`src/smc_defs.svh`:
```
`ifndef SMC_DEFS_SVH
`define SMC_DEFS_SVH
// Register byte addresses
`define SMC_CTRL_ADDR 12'h000
`define SMC_STATUS_ADDR 12'h004
`define SMC_ISTAT_ADDR 12'h008
`define SMC_IMASK_ADDR 12'h00C
// Control register fields
`define SMC_CTRL_ARM 0
`define SMC_CTRL_MODE_LO 1
`define SMC_CTRL_MODE_HI 3
`define SMC_CTRL_CMP_DIS 4
`define SMC_CTRL_CRYSTAL 5
`define SMC_CTRL_LONG_START 6
`define SMC_CTRL_LCD_ASYNC 7
`define SMC_CTRL_T2_ASYNC 8
`define SMC_CTRL_W 9
`define SMC_CTRL_RST 9'h000
// Status and interrupt fields
`define SMC_ST_STATE_LO 0
`define SMC_ST_MODE_LO 3
`define SMC_ST_CLK_LO 6
`define SMC_IRQ_ENTER 0
`define SMC_IRQ_WAKE 1
`define SMC_IRQ_REFUSE 2
`define SMC_IRQ_W 3
`define SMC_IRQ_RST 3'h0
// Sleep mode codes
`define SMC_MODE_IDLE 3'h0
`define SMC_MODE_ADCNR 3'h1
`define SMC_MODE_PDOWN 3'h2
`define SMC_MODE_PSAVE 3'h3
`define SMC_MODE_STBY 3'h6
// Timing
`define SMC_CLK_MHZ 40
`define SMC_SHORT_START_US 100
`define SMC_LONG_START_US 4100
`define SMC_SHORT_START_CYC (`SMC_SHORT_START_US * `SMC_CLK_MHZ)
`define SMC_LONG_START_CYC (`SMC_LONG_START_US * `SMC_CLK_MHZ)
`define SMC_STBY_CYC 6
`define SMC_HALT_CYC 4
`define SMC_CNT_W 18
`define SMC_CNT_ONE 18'h0_0001
`endif

```
`src/smc_pkg.sv`:
```
package smc_pkg;
    typedef enum logic [2:0] {
        SMC_RUN = 3'b000,
        SMC_SLEEP = 3'b001,
        SMC_WAKE = 3'b010,
        SMC_HALT = 3'b011
    } smc_state_t;
    // Clock domain and oscillator enables
    typedef struct packed {
        logic core;
        logic prog_mem;
        logic periph_io;
        logic converter;
        logic async_timer;
        logic main_osc;
        logic timer_osc;
        logic lcd_t2_sync;
    } smc_clk_en_t;
    // Wake events from logic on the same clock
    typedef struct packed {
        logic irq_pending;
        logic adc_done;
        logic lcd_irq;
        logic usi_start;
        logic t2_ovf;
        logic t2_cmp;
        logic spm_ready;
        logic comp_irq;
    } smc_wake_t;
endpackage : smc_pkg

```
`src/smc_sleep_ctrl.sv`:
```
`timescale 1ns/1ps
`include "smc_defs.svh"
// Functional notes
// - Code 000 enters Idle: core and program memory clocks stop, others run.
// - Idle wakes on any enabled interrupt, external or internal.
// - Entering Idle or converter noise reduction with converter enabled starts a conversion.
// - Code 001 stops io, core and program memory clocks; converter and async run.
// - Noise reduction wakes only on the listed converter, display, timer2, serial, memory-ready, pin events.
// - Code 010 enters Power-down: oscillator and all generated clocks stop.
// - Power-down wakes only on reset, serial start, external_irq_0 level, pin change.
// - Leaving Power-down waits a start-up delay chosen by control bit SMC_CTRL_LONG_START.
// - Code 011 enters Power-save: like Power-down, timer2 and display keep running.
// - Power-save timer2 wake needs its mask bit and global enable; display wakes.
// - Power-save stops the timer oscillator if no user selects async clock.
// - Power-save stops main source unless a user needs sync clock; only they get it.
// - Code 110 with crystal enters Standby: oscillator runs, wake in six cycles.
// - Comparator disable powers comparator down and removes it as Idle wake source.
// - Sleep is entered only if control bit SMC_CTRL_ARM is one when sleep executes.
// - After wake the core halts four cycles beyond start-up, then serves interrupt.
module smc_sleep_ctrl (
    // Clock and reset
    input wire logic clk,
    input wire logic reset_n,
    // APB slave
    input wire logic psel,
    input wire logic penable,
    input wire logic pwrite,
    input wire logic [11:0] paddr,
    input wire logic [31:0] pwdata,
    output logic [31:0] prdata,
    output logic pready,
    output logic pslverr,
    // Core side
    input wire logic sleep_exec,
    input wire logic global_irq_en,
    input wire logic [1:0] timer2_irq_mask,
    output logic cpu_halt,
    output logic wake_irq_go,
    // Peripheral side
    input wire smc_pkg::smc_wake_t wake_ev,
    input wire logic adc_en,
    input wire logic lcd_en,
    input wire logic t2_en,
    input wire logic ext_external_irq_0_level,
    input wire logic pin_change,
    input wire logic reset_wake,
    output logic adc_start,
    output logic comparator_disable,
    output smc_pkg::smc_clk_en_t clk_en,
    // Interrupt
    output logic irq
);
    // ----------------------------------------
    // Pin synchronisers
    // ----------------------------------------
    logic [2:0] sync1_ff, sync2_ff, nxt_sync1, nxt_sync2;
    // Pins come from outside the clock domain; only sync2 is read by logic
    always_comb begin
        nxt_sync1 = {reset_wake, pin_change, ext_external_irq_0_level};
        nxt_sync2 = sync1_ff;
    end
    always_ff @(posedge clk) begin
        if (!reset_n) begin
            sync1_ff <= 3'h0;
            sync2_ff <= 3'h0;
        end else begin
            sync1_ff <= nxt_sync1;
            sync2_ff <= nxt_sync2;
        end
    end
    // ----------------------------------------
    // Registers and APB
    // ----------------------------------------
    logic [`SMC_CTRL_W-1:0] ctrl_ff, nxt_ctrl;
    logic [`SMC_IRQ_W-1:0] istat_ff, nxt_istat, imask_ff, nxt_imask, ev_set;
    logic [31:0] prdata_ff, nxt_prdata;
    logic [31:0] status_word;
    logic wr_go, setup, hit;
    smc_pkg::smc_state_t state_ff, nxt_state;
    logic [2:0] mode_ff, nxt_mode;
    smc_pkg::smc_clk_en_t clk_ff, nxt_clk;
    logic [2:0] arm_mode;
    assign arm_mode = ctrl_ff[`SMC_CTRL_MODE_HI:`SMC_CTRL_MODE_LO];
    assign setup = psel && !penable;
    assign wr_go = psel && penable && pwrite;
    assign hit = (paddr == `SMC_CTRL_ADDR) || (paddr == `SMC_STATUS_ADDR) ||
                 (paddr == `SMC_ISTAT_ADDR) || (paddr == `SMC_IMASK_ADDR);
    // Zero wait states; unmapped addresses answer with an error
    assign pready = 1'b1;
    assign pslverr = psel && penable && !hit;
    assign prdata = prdata_ff;
    assign status_word = {18'h0_0000, clk_ff, mode_ff, state_ff};
    // Read data is captured in the setup cycle so it comes from a flop
    always_comb begin
        nxt_prdata = prdata_ff;
        if (setup && !pwrite) begin
            unique case (paddr)
                `SMC_CTRL_ADDR: nxt_prdata = {23'h00_0000, ctrl_ff};
                `SMC_STATUS_ADDR: nxt_prdata = status_word;
                `SMC_ISTAT_ADDR: nxt_prdata = {29'h0000_0000, istat_ff};
                `SMC_IMASK_ADDR: nxt_prdata = {29'h0000_0000, imask_ff};
                default: nxt_prdata = 32'h0000_0000;
            endcase
        end
    end
    // Control, mask and sticky status; a new event wins over a clear
    always_comb begin
        nxt_ctrl = ctrl_ff;
        nxt_imask = imask_ff;
        nxt_istat = istat_ff;
        if (wr_go && paddr == `SMC_CTRL_ADDR) begin
            nxt_ctrl = pwdata[`SMC_CTRL_W-1:0];
        end
        if (wr_go && paddr == `SMC_IMASK_ADDR) begin
            nxt_imask = pwdata[`SMC_IRQ_W-1:0];
        end
        if (wr_go && paddr == `SMC_ISTAT_ADDR) begin
            nxt_istat = istat_ff & ~pwdata[`SMC_IRQ_W-1:0];
        end
        nxt_istat = nxt_istat | ev_set;
    end
    always_ff @(posedge clk) begin
        if (!reset_n) begin
            ctrl_ff <= `SMC_CTRL_RST;
            imask_ff <= `SMC_IRQ_RST;
            istat_ff <= `SMC_IRQ_RST;
            prdata_ff <= 32'h0000_0000;
        end else begin
            ctrl_ff <= nxt_ctrl;
            imask_ff <= nxt_imask;
            istat_ff <= nxt_istat;
            prdata_ff <= nxt_prdata;
        end
    end
    assign irq = |(istat_ff & imask_ff);
    assign comparator_disable = ctrl_ff[`SMC_CTRL_CMP_DIS];
    // ----------------------------------------
    // Wake qualification
    // ----------------------------------------
    logic wake_ok, t2_wake, lcd_async_on, t2_async_on, lcd_sync_on, t2_sync_on;
    assign t2_wake = global_irq_en && ((wake_ev.t2_ovf && timer2_irq_mask[0]) ||
                     (wake_ev.t2_cmp && timer2_irq_mask[1]));
    assign lcd_async_on = lcd_en && ctrl_ff[`SMC_CTRL_LCD_ASYNC];
    assign t2_async_on = t2_en && ctrl_ff[`SMC_CTRL_T2_ASYNC];
    assign lcd_sync_on = lcd_en && !ctrl_ff[`SMC_CTRL_LCD_ASYNC];
    assign t2_sync_on = t2_en && !ctrl_ff[`SMC_CTRL_T2_ASYNC];
    // Per-mode wake source set
    always_comb begin
        wake_ok = 1'b0;
        unique case (mode_ff)
            `SMC_MODE_IDLE: wake_ok = wake_ev.irq_pending || (|sync2_ff) ||
                (wake_ev.comp_irq && !ctrl_ff[`SMC_CTRL_CMP_DIS]);
            `SMC_MODE_ADCNR: wake_ok = wake_ev.adc_done || wake_ev.lcd_irq ||
                wake_ev.usi_start || wake_ev.t2_ovf || wake_ev.t2_cmp ||
                wake_ev.spm_ready || (|sync2_ff);
            `SMC_MODE_PSAVE: wake_ok = wake_ev.usi_start || (|sync2_ff) ||
                t2_wake || wake_ev.lcd_irq;
            default: wake_ok = wake_ev.usi_start || (|sync2_ff);
        endcase
    end
    // ----------------------------------------
    // Sleep sequencer
    // ----------------------------------------
    logic [`SMC_CNT_W-1:0] cnt_ff, nxt_cnt, start_cyc;
    logic mode_legal, enter;
    logic adc_start_ff, nxt_adc_start, go_ff, nxt_go;
    assign mode_legal = (arm_mode == `SMC_MODE_IDLE) || (arm_mode == `SMC_MODE_ADCNR) ||
                        (arm_mode == `SMC_MODE_PDOWN) || (arm_mode == `SMC_MODE_PSAVE) ||
                        (arm_mode == `SMC_MODE_STBY && ctrl_ff[`SMC_CTRL_CRYSTAL]);
    assign enter = sleep_exec && ctrl_ff[`SMC_CTRL_ARM] && mode_legal;
    // Long start-up count still fits the 18-bit counter, so one counter serves all waits
    assign start_cyc = ctrl_ff[`SMC_CTRL_LONG_START] ?
                       `SMC_CNT_W'(`SMC_LONG_START_CYC) :
                       `SMC_CNT_W'(`SMC_SHORT_START_CYC);
    always_comb begin
        nxt_state = state_ff;
        nxt_mode = mode_ff;
        nxt_cnt = cnt_ff;
        nxt_adc_start = 1'b0;
        nxt_go = 1'b0;
        ev_set = 3'h0;
        unique case (state_ff)
            smc_pkg::SMC_RUN: begin
                if (enter) begin
                    nxt_state = smc_pkg::SMC_SLEEP;
                    nxt_mode = arm_mode;
                    ev_set[`SMC_IRQ_ENTER] = 1'b1;
                    nxt_adc_start = adc_en && (arm_mode == `SMC_MODE_IDLE ||
                                    arm_mode == `SMC_MODE_ADCNR);
                end else if (sleep_exec) begin
                    ev_set[`SMC_IRQ_REFUSE] = 1'b1;
                end
            end
            smc_pkg::SMC_SLEEP: begin
                if (wake_ok) begin
                    nxt_state = smc_pkg::SMC_WAKE;
                    ev_set[`SMC_IRQ_WAKE] = 1'b1;
                    // Running oscillator needs no restart; Standby needs six cycles
                    if (mode_ff == `SMC_MODE_PDOWN || mode_ff == `SMC_MODE_PSAVE) begin
                        nxt_cnt = start_cyc;
                    end else if (mode_ff == `SMC_MODE_STBY) begin
                        nxt_cnt = `SMC_CNT_W'(`SMC_STBY_CYC);
                    end else begin
                        nxt_cnt = `SMC_CNT_ONE;
                    end
                end
            end
            smc_pkg::SMC_WAKE: begin
                nxt_cnt = cnt_ff - `SMC_CNT_ONE;
                if (cnt_ff == `SMC_CNT_ONE) begin
                    nxt_state = smc_pkg::SMC_HALT;
                    nxt_cnt = `SMC_CNT_W'(`SMC_HALT_CYC);
                end
            end
            smc_pkg::SMC_HALT: begin
                nxt_cnt = cnt_ff - `SMC_CNT_ONE;
                if (cnt_ff == `SMC_CNT_ONE) begin
                    nxt_state = smc_pkg::SMC_RUN;
                    nxt_go = 1'b1;
                end
            end
            default: nxt_state = smc_pkg::SMC_RUN;
        endcase
    end
    // ----------------------------------------
    // Clock gating per state and mode
    // ----------------------------------------
    always_comb begin
        nxt_clk = '1;
        if (nxt_state == smc_pkg::SMC_SLEEP || nxt_state == smc_pkg::SMC_WAKE) begin
            nxt_clk.core = 1'b0;
            nxt_clk.prog_mem = 1'b0;
            unique case (nxt_mode)
                `SMC_MODE_IDLE: ;
                `SMC_MODE_ADCNR: nxt_clk.periph_io = 1'b0;
                default: begin
                    nxt_clk.periph_io = 1'b0;
                    nxt_clk.converter = 1'b0;
                    nxt_clk.async_timer = 1'b0;
                    nxt_clk.timer_osc = 1'b0;
                    nxt_clk.lcd_t2_sync = 1'b0;
                    nxt_clk.main_osc = (nxt_mode == `SMC_MODE_STBY);
                    if (nxt_mode == `SMC_MODE_PSAVE) begin
                        nxt_clk.async_timer = lcd_async_on || t2_async_on;
                        nxt_clk.timer_osc = lcd_async_on || t2_async_on;
                        nxt_clk.lcd_t2_sync = lcd_sync_on || t2_sync_on;
                        nxt_clk.main_osc = lcd_sync_on || t2_sync_on;
                    end
                end
            endcase
            // Oscillator restarts for the start-up count
            if (nxt_state == smc_pkg::SMC_WAKE) begin
                nxt_clk.main_osc = 1'b1;
            end
        end
    end
    always_ff @(posedge clk) begin
        if (!reset_n) begin
            state_ff <= smc_pkg::SMC_RUN;
            mode_ff <= 3'h0;
            cnt_ff <= '0;
            adc_start_ff <= 1'b0;
            go_ff <= 1'b0;
            clk_ff <= '1;
        end else begin
            state_ff <= nxt_state;
            mode_ff <= nxt_mode;
            cnt_ff <= nxt_cnt;
            adc_start_ff <= nxt_adc_start;
            go_ff <= nxt_go;
            clk_ff <= nxt_clk;
        end
    end
    assign clk_en = clk_ff;
    assign adc_start = adc_start_ff;
    assign wake_irq_go = go_ff;
    assign cpu_halt = (state_ff != smc_pkg::SMC_RUN);
endmodule : smc_sleep_ctrl

```
`config.mk`:
```
export PLATFORM = sky130hd
export DESIGN_NAME = smc_sleep_ctrl
export DESIGN_NICKNAME = d
export VERILOG_FILES = /design/src/smc_pkg.sv /design/src/smc_sleep_ctrl.sv
export VERILOG_INCLUDE_DIRS = /design/src
export SDC_FILE = /design/constraint.sdc
export NUM_CORES = 1
export LEC_CHECK = 0
export ABC_AREA = 0
export BUFFER_PORTS_ARGS = -buffer_cell sky130_fd_sc_hd__buf_2
export CAP_MARGIN = 5
export CORE_MARGIN = 2
export CORE_UTILIZATION = 30
export CTS_CLUSTER_DIAMETER = 100
export DETAILED_ROUTE_END_ITERATION = 10
export SLEW_MARGIN = 20
export SYNTH_ARGS = -nofsm -noshare
export SYNTH_HDL_FRONTEND = slang
export SYNTH_SLANG_ARGS = --single-unit
```
`constraint.sdc`:
```
create_clock -name clk -period 2.3 [get_ports clk]
set_input_delay 0.115 -clock clk [delete_from_list [all_inputs] [get_ports clk]]
set_output_delay 0.115 -clock clk [all_outputs]
set_load 0.01 [all_outputs]
```
# ---- After elaboration in Yosys (flattened, before gate mapping)
# Cells that the tools add are included.
dict set report totals {
  register_bits 87
  inputBits 67
  out_inout_bits 47
  word_cells 141
}
dict set report classes {
  addsub 1
  n_eq_ne 21
  mux 29
  bitwise 6
  reduce_logical 65
}
# cell count
set ops {}
lappend ops {{$mux W18} 4}
lappend ops {{$pmux W14 S4} 1}
lappend ops {{$pmux W18 S3} 1}
lappend ops {{$eq A12 B4 Y1 const B} 2}
lappend ops {{$eq A3 B2 Y1 const B} 8}
lappend ops {{$mux W3} 8}
lappend ops {{$logic_or A1 B1 Y1} 23}
lappend ops {{$logic_and A1 B1 Y1} 20}
lappend ops {{$eq A18 B1 Y1 const B} 1}
lappend ops {{$sub A18 B1 Y18 const B} 1}
lappend ops {{$eq A3 B1 Y1 const B} 5}
lappend ops {{$eq A12 B3 Y1 const B} 1}
lappend ops {{$logic_not A12 Y1} 1}
lappend ops {{$logic_not A3 Y1} 4}
lappend ops {{$pmux W3 S4} 1}
lappend ops {{$mux W1} 10}
lappend ops {{$eq A3 B3 Y1 const B} 3}
lappend ops {{$mux W8} 1}
lappend ops {{$and A3 B3 Y3} 2}
lappend ops {{$logic_not A1 Y1} 6}
lappend ops {{$reduce_and A2 Y1} 3}
lappend ops {{$reduce_bool A3 Y1} 2}
lappend ops {{$reduce_or A3 Y1} 2}
lappend ops {{$mux W5} 1}
lappend ops {{other kinds (10)} 11}

# ---- Longest topological paths before layout
# Gate-level depths: netlist (run 1).
dict set report depth {
  word_depth 13
  mapped_depth 8
  depth_no_buf 7
}

# ---- Worst setup path after synthesis (run 1)
# Ideal clock, no wire load.
dict set report synth_timing {
  kind {register to register}
  from {register state_ff[1]}
  to {register clk_ff (netlist bit clk_en[2])}
  setup_ns 0.135
  t_arrival_ns 1.842
  required_time_ns 2.165
  path_slack_ns 0.322
  stages_incl_launch_ff 8
  n_path_buf 1
  synth_period_minus_slack_ns 1.978
  path_cell_list {dfxtp_1 -> buf_6 -> or4b_4 -> a211oi_4 -> nor3_1 -> a211oi_2 -> a21boi_1 -> nand4_1}
}
dict set report synth_via {
  elab_chain_len 6
  word_cells_on_any_way 20
  classes_between {eq/ne (8); mux (7); bitwise (1); reduce/logical (4)}
}
# item line_no
set synth_rtl {}
lappend synth_rtl {{from (decl)} smc_sleep_ctrl.sv:79} ;# smc_pkg::smc_state_t state_ff, nxt_state;
lappend synth_rtl {{from (signal assigned)} smc_sleep_ctrl.sv:259} ;# state_ff <= smc_pkg::SMC_RUN;
lappend synth_rtl {{from (signal assigned)} smc_sleep_ctrl.sv:266} ;# state_ff <= nxt_state;
lappend synth_rtl {{$eq A3 B2 Y1, or another cell as far along} smc_sleep_ctrl.sv:182} ;# unique case (state_ff)
lappend synth_rtl {{$pmux W3 S4} smc_sleep_ctrl.sv:182}
lappend synth_rtl {{$eq A3 B1 Y1 or $eq A3 B2 Y1 (tied branches)} {smc_sleep_ctrl.sv:230, smc_sleep_ctrl.sv:252}}
lappend synth_rtl {{$logic_or A1 B1 Y1} smc_sleep_ctrl.sv:230} ;# if (nxt_state == smc_pkg::SMC_SLEEP || nxt_state == smc_pkg::SMC_WAKE) begin
lappend synth_rtl {{$not A1 Y1 (no line)} -}
lappend synth_rtl {{$reduce_or A5 Y1 (no line)} -}
lappend synth_rtl {{to (signal assigned)} smc_sleep_ctrl.sv:271} ;# clk_ff <= nxt_clk;
lappend synth_rtl {{to (decl)} smc_sleep_ctrl.sv:81} ;# smc_pkg::smc_clk_en_t clk_ff, nxt_clk;
# Several ways; a longest one is shown, not always the timed one.
# A chain may end at the register's enable or synchronous reset.

# ---- Worst setup path after layout (run 1)
dict set report layout_timing {
  from {register cnt_ff[0]}
  to {register cnt_ff[11]}
}
dict set report layout_via {
  elab_chain_len 3
  word_cells_on_any_way 4
  classes_between {add/sub (1); eq/ne (1); mux (2)}
}
# item line_no
set layout_rtl {}
lappend layout_rtl {{from (decl)} smc_sleep_ctrl.sv:164} ;# logic [`SMC_CNT_W-1:0] cnt_ff, nxt_cnt, start_cyc;
lappend layout_rtl {{from (signal assigned)} smc_sleep_ctrl.sv:268} ;# cnt_ff <= nxt_cnt;
lappend layout_rtl {{$sub A18 B1 Y18 (no line) or $eq A18 B1 Y1 (tied branches)} -}
lappend layout_rtl {{$mux W18} smc_sleep_ctrl.sv:210} ;# if (cnt_ff == `SMC_CNT_ONE) begin
lappend layout_rtl {{$pmux W18 S3 (*)} smc_sleep_ctrl.sv:182}
# Mark *: on every way between the ends. The rest lies on a longest branch, timed or not.

==> results.sh, run 1 <==
export IMPL_outcome="completed"
export IMPL_die_w_um=111.0
export IMPL_clock_sinks=66
export IMPL_swShare_pct=22.38
export IMPL_pwr_share_clk_pct=51.2
export IMPL_leakage_nw=1.707
export IMPL_ys_ff_latch=66
export IMPL_drt_initial_drc_count=124
export IMPL_crit_required_ns=2.56
export IMPL_crit_type="reg2reg"
export IMPL_netlist_top_cells_area="dfxtp_1 (38%), nor2_1 (7.2%), mux2i_1 (5.8%)"
export IMPL_worstMarginPinSlew_ns=0.6519
export IMPL_grt_first_pass_wirelength_um=14370
export IMPL_dpl_hpwl_um=6429
export IMPL_grt_max_degree=22
export IMPL_hold_viol=0
export IMPL_rows=39
export IMPL_synth_top_cell_by_area="dfxtp_1"
export IMPL_holdWs_ns=0.01775
export IMPL_first_pass_iters=4
export IMPL_placed_cells=613
export IMPL_initial_core_util_pct=30.45
export IMPL_vias=3148
export IMPL_finalCritPeriodShare_pct=90.80
export IMPL_synth_cell_types=63
export IMPL_power_switching_mw=0.5883
export IMPL_wirelength_um=8608
export IMPL_fin_util_pct=37.65
export IMPL_finalNetCount=555
export IMPL_crit_slowest_cell="or4_1"
export IMPL_n_antenna_cell=0
export IMPL_vias_per_cell=4.965
export IMPL_die_area_um2=12310
export IMPL_startpoint_type="register"
export IMPL_ir_worst_vdd_uv=336.9
export IMPL_synth_area_um2=3432
export IMPL_drive_gt1_share_pct=25.87
export IMPL_synth_main_ff_cell="dfxtp_1"
export IMPL_ctsHtreeMaxLevel=3
export IMPL_overflow=0
export IMPL_cp_cell_sequence="or4_1 -> or3_1 -> nor2_1 -> o311ai_0 -> a21o_1 -> a21oi_1"
export IMPL_cp_end_kind="register"
export IMPL_relSlewSlack_pct=56.21
export IMPL_synth_warnings=0
export IMPL_avgSynthCellArea_um2=8.391
export IMPL_fin_crit_ns=2.088
export IMPL_maxSlewViolCount=0
export IMPL_gp_congestion=0.8274
export IMPL_cts_buffers=9
export IMPL_clock_path_buffers=2
export IMPL_grt_util_all_layers_pct=14.40
export IMPL_clock_skew_ns=0.006213
export IMPL_crit_family="simple AND/OR/NAND/NOR gates"
export IMPL_min_path_type="in2reg"
export IMPL_ys_seq_area_share_pct=38.50
export IMPL_arrival_ns=2.35
export IMPL_syn2layout_area_growth_pct=23.66
export IMPL_cap_violations=0
export IMPL_ys_top_cells_by_count="dfxtp_1 (66), nor2_1 (66), a21oi_1 (35), buf_4 (23), nand2_1 (22)"
export IMPL_combPwrFrac_pct=4.9
export IMPL_grt_pass1_vias=2916
export IMPL_cts_root_buf="clkbuf_16"
export IMPL_die_h_um=111.0
export IMPL_power_density_nw_per_um2=619.4
export IMPL_synthArstFlopShare_pct=0
export IMPL_core_area_um2=11270
export IMPL_synth_edf_count=0
export IMPL_fin_tns_setup_ns=0
export IMPL_critPathBufInv=0
export IMPL_synth_top_cell_area_share_pct=38.50
export IMPL_detail_route_antenna_nets=0
export IMPL_cts_tree="done"
export IMPL_power_frac_seq_pct=43.9
export IMPL_instances_no_fill=634
export IMPL_drc_errors=0
export IMPL_synth_cells=409
export IMPL_io_pins=114
export IMPL_max_freq_ghz=0.4788
export IMPL_insertion_delay_ns=0.33
export IMPL_crit_path_max_fanout=6
export IMPL_rsz0062_at_grt="no"
export IMPL_grt_antenna_before_repair=0
export IMPL_wire_per_inst_um=13.58
export IMPL_port_buffers=71
export IMPL_cpPeakStageDelay_ns=0.58
export IMPL_p_int_mw=2.040
export IMPL_setup_viol=0
export IMPL_clk_pin_slew_ns=0.06
stage by stage:
stage	instance area (um2)	setup WS, ns	total power [mW]
after floorplan	3500	0.3222	1.268
after global placement	3904	0.1929	1.301
after detailed placement	3904	0.1711	1.303
after CTS	4228	0.1625	2.668
after global routing	4244	0.02975	2.721
final	4244	0.2117	2.629
logic make-up after synthesis:
logic type | count (synthesis) | share of synthesized area, %
other | 2 | 0.2188
and+or+nand+nor | 160 | 23.81
buffers and inverters | 59 | 9.625
xor gates and xnor gates | 1 | 0.2552
adders and majority gates | 2 | 0.7290
DFF | 66 | 38.50
muxes | 23 | 7.801
AOI/OAI and AO/OA | 96 | 19.07
power by group through the flow:
stage                     sequential, mW  combinational (mW)  clock (mW)
after CTS                           1.15               0.129        1.39
after global placement              1.18               0.123           0
final                               1.15               0.129        1.35
after global routing                1.15               0.142        1.43
after detailed placement            1.18               0.125           0
after floorplan                     1.18              0.0908           0
repair_timing:
action / in CTS / in global routing
buffers inserted: 0 / 2
setup endpoints to repair: 0 / 1
gates resized for setup: 0 / 1
hold buffers: 3 / 0
endpoints found under the hold margin: 3 / 0
registers in the layout, summed over array words and instances, names as in the netlist:
name	cells
nxt_sync2	3
istat_ff	3
adc_start	1
wake_irq_go	1
mode_ff	3
clk_en	6
cnt_ff	18
ctrl_ff	9
imask_ff	3
sync2_ff	3
state_ff	3
prdata	13
routing by layer:
layer,routed length [um],track usage (%)
met1,4034,19.67
met2,3965,22.00
met3,446,2.351
met4,161,7.250
met5,0,0
final timing paths:
path	start	slack [ns]	depth (start not counted)	end
worst max-delay path	cnt_ff[0]	0.21	6	cnt_ff[11]
worst min-delay path	pwdata[3]	0.02	3	ctrl_ff[3]
worst max register to register	cnt_ff[0]	0.21	6	cnt_ff[11]
worst min register to register	nxt_sync2[2]	0.43	1	sync2_ff[2]
tightest hold or removal path, delay by kind of cell:
kind,cells,cell delay (ns)
buf+inv,1,0.07
mux,1,0.05
simple gates,1,0.07
cell usage in the layout, fill, tap and decap left out, drive strengths merged, types with 8 or more instances in the layout:
cell / Yosys / final
buf: 34 / 92
nor2: 67 / 67
dfxtp: 66 / 66
a21oi: 35 / 35
nand2: 23 / 23
mux2i: 20 / 20
conb: 2 / 20
o21ai: 16 / 16
inv: 12 / 13
nor3: 12 / 12
clkbuf: 13 / 9
nand3: 8 / 8
and2: 8 / 8
cell type report:
class | instances | area, um2
Clock inverter | 7 | 68.82
Tap cell | 143 | 178.9
Clock buffer | 9 | 225.2
Inverter | 12 | 45.04
Sequential cell | 66 | 1321
Multi-Input combinational cell | 302 | 1849
Timing Repair Buffer | 95 | 555.5
Fill cell | 1167 | 7028
(Power assumes the default switching activity.)
==> run 2, diff against run 1 <==
--- a/config.mk
+++ b/config.mk
@@ -9,7 +9,6 @@
 export ABC_AREA = 0
 export BUFFER_PORTS_ARGS = -buffer_cell sky130_fd_sc_hd__buf_2
 export CAP_MARGIN = 5
-export CORE_MARGIN = 2
 export CORE_UTILIZATION = 30
 export CTS_CLUSTER_DIAMETER = 100
 export DETAILED_ROUTE_END_ITERATION = 10
==> run 2 against run 1 <==
  * Worst hold slack worse by 0.0054 ns
  * Fmax is 2.0% higher
  * Core utilization is 0.88 points higher
  * Clock skew is 0.0051 ns higher
  * Combinational power hardly changed
  * Final area is 0.29% lower
  * Clock-buffer cell count is 1 higher
  * Non-clock buffer count is 5 lower
  * Global-route usage is 1.4 points higher
  * Largest cell class unchanged
==> results.sh, run 2 (synthesized netlist as in run 1, its figures left out) <==
export IMPL_fin_tns_setup_ns=0
export IMPL_cts_root_buf="clkbuf_16"
export IMPL_setup_viol=0
export IMPL_pwr_share_clk_pct=53.4
export IMPL_cts_buffers=9
export IMPL_die_h_um=109.0
export IMPL_grt_max_degree=47
export IMPL_first_pass_iters=5
export IMPL_gp_congestion=0.8004
export IMPL_largest_reg_flops=18
export IMPL_core_area_um2=10980
export IMPL_min_path_type="in2reg"
export IMPL_seqCellArea_um2=1321
export IMPL_critical_path_startpoint="state_ff[0]"
export IMPL_crit_required_ns=2.50
export IMPL_startpoint_type="register"
export IMPL_reg2reg_slack_ns=0.25
export IMPL_crit_type="reg2reg"
export IMPL_clock_skew_ns=0.01135
export IMPL_wire_per_inst_um=13.90
export IMPL_holdPathEnd="ctrl_ff[6]"
export IMPL_placed_area_um2=3877
export IMPL_insertion_delay_ns=0.34
export IMPL_leakage_nw=1.686
export IMPL_cts_tree="done"
export IMPL_outcome="completed"
export IMPL_finalCritPeriodShare_pct=89.02
export IMPL_final_common_cell="buf_2"
export IMPL_worstHoldStart="pwdata[6]"
export IMPL_crit_path_max_fanout=4
export IMPL_clock_sinks=66
export IMPL_max_freq_ghz=0.4884
export IMPL_power_mw=2.751
export IMPL_ctsHtreeMaxLevel=3
export IMPL_placed_cells=607
export IMPL_worstMarginPinSlew_ns=0.6731
export IMPL_port_buffers=71
export IMPL_clock_path_buffers=2
export IMPL_detail_route_antenna_nets=0
export IMPL_cp_end_kind="register"
export IMPL_ir_worst_vdd_uv=332.0
export IMPL_io_pins=114
export IMPL_drt_initial_drc_count=156
export IMPL_vias_per_cell=5.003
export IMPL_largest_register="cnt_ff"
export IMPL_arrival_ns=2.24
export IMPL_hold_viol=0
export IMPL_n_antenna_cell=0
export IMPL_multi_input_area_um2=1854
export IMPL_rsz0062_at_grt="no"
export IMPL_combPwrFrac_pct=4.7
export IMPL_relSlewSlack_pct=54.78
export IMPL_finalNetCount=550
export IMPL_grt_util_all_layers_pct=15.76
export IMPL_cap_violations=0
export IMPL_r2r_end="clk_en[2]"
export IMPL_p_int_mw=2.155
export IMPL_grt_antenna_before_repair=0
export IMPL_fill_cells=1102
export IMPL_syn2layout_area_growth_pct=23.30
export IMPL_power_frac_seq_pct=41.9
export IMPL_design_area_um2=4232
export IMPL_power_switching_mw=0.5961
export IMPL_die_area_um2=11870
export IMPL_drive_gt1_share_pct=24.69
export IMPL_rows=38
export IMPL_instances_no_fill=626
export IMPL_drc_errors=0
export IMPL_wirelength_um=8699
export IMPL_grt_first_pass_wirelength_um=14430
export IMPL_post_cts_setup_buffer_count=0
export IMPL_overflow=0
export IMPL_r2r_start="state_ff[0]"
export IMPL_power_density_nw_per_um2=650.2
export IMPL_final_cell_mix="buf_2 (71), nor2_1 (66), dfxtp_1 (66)"
export IMPL_grt_pass1_vias=2917
export IMPL_swShare_pct=21.66
export IMPL_hold_path_cell_count=3
export IMPL_dpl_hpwl_um=6278
export IMPL_vias=3132
export IMPL_fin_crit_ns=2.048
export IMPL_maxSlewViolCount=0
export IMPL_clk_pin_slew_ns=0.06
export IMPL_rr_worst_depth=6
export IMPL_initial_core_util_pct=31.25
export IMPL_die_w_um=109.0
## run 2: changes by cell type in the layout (fill, tap and decap cells not counted), sizes merged
cell,previous run,this run
bufinv,1,2
clkinv,3,1
buf,92,87
clkbuf,9,10
## run 2: repair_timing
item,CTS,global route
resized for setup,0,1
hold buffers,3,0
endpoints found under the setup margin,0,1
endpoints found under the hold margin,3,0
## run 2: power groups by stage
stage          Sequential (mW)  Clock, mW  Combinational, mW
6_report                  1.15       1.47              0.129
5_1_grt                   1.15       1.55              0.144
4_1_cts                   1.15       1.50              0.129
3_5_place_dp              1.18          0              0.125
3_3_place_gp              1.18          0              0.123
2_1_floorplan             1.18          0             0.0908
## run 2: area by class of cell
| type | instances | area share (%) |
|---|---|---|
| inverters | 12 | 1.064 |
| clock inverters | 6 | 2.099 |
| multi-input cells | 302 | 43.82 |
| flip-flops and latches | 66 | 31.22 |
| repair buffers | 90 | 12.24 |
| clock buffers | 10 | 5.411 |
| well taps | 140 | 4.140 |
## run 2: critical path: stages, from the launching register on
cell and delay [ns]:
dfxtp_1 0.31, or4b_4 0.58, a211oi_4 0.24, nor3_1 0.09
a211oi_2 0.31, a21boi_1 0.26, nand4_1 0.12
## run 2: how the worst max path moves through the flow
stage          cells after the start    endpoint  slack [ns]
2_1_floorplan                      7   clk_en[2]        0.32
3_3_place_gp                       6  cnt_ff[11]        0.29
3_5_place_dp                       6   clk_en[2]        0.27
4_1_cts                            6   clk_en[2]        0.25
5_1_grt                            6   cnt_ff[9]        0.04
6_report                           6   clk_en[2]        0.25
## run 2: metal layers
| metal | part of all wire (%) | up-vias | track usage (%) |
|---|---|---|---|
| li1 | - | 1550 | - |
| met1 | 48 | 1476 | 20.84 |
| met2 | 46 | 94 | 24.80 |
| met3 | 4.6 | 12 | 2.929 |
| met4 | 1.7 | 0 | 7.046 |
| met5 | 0 | - | 0 |
## run 2: through the flow
| step | worst slack [ns] | utilization [%] | hold slack [ns] |
|---|---|---|---|
| finish | 0.2525 | 38.53 | 0.01234 |
| detailed placement | 0.2677 | 35.30 | 0.3275 |
| global route | 0.04450 | 38.53 | 0.03303 |
| CTS | 0.2517 | 38.47 | 0.004442 |
| global placement | 0.2936 | 35.30 | 0.3244 |
| floorplan | 0.3222 | - | 0.2423 |
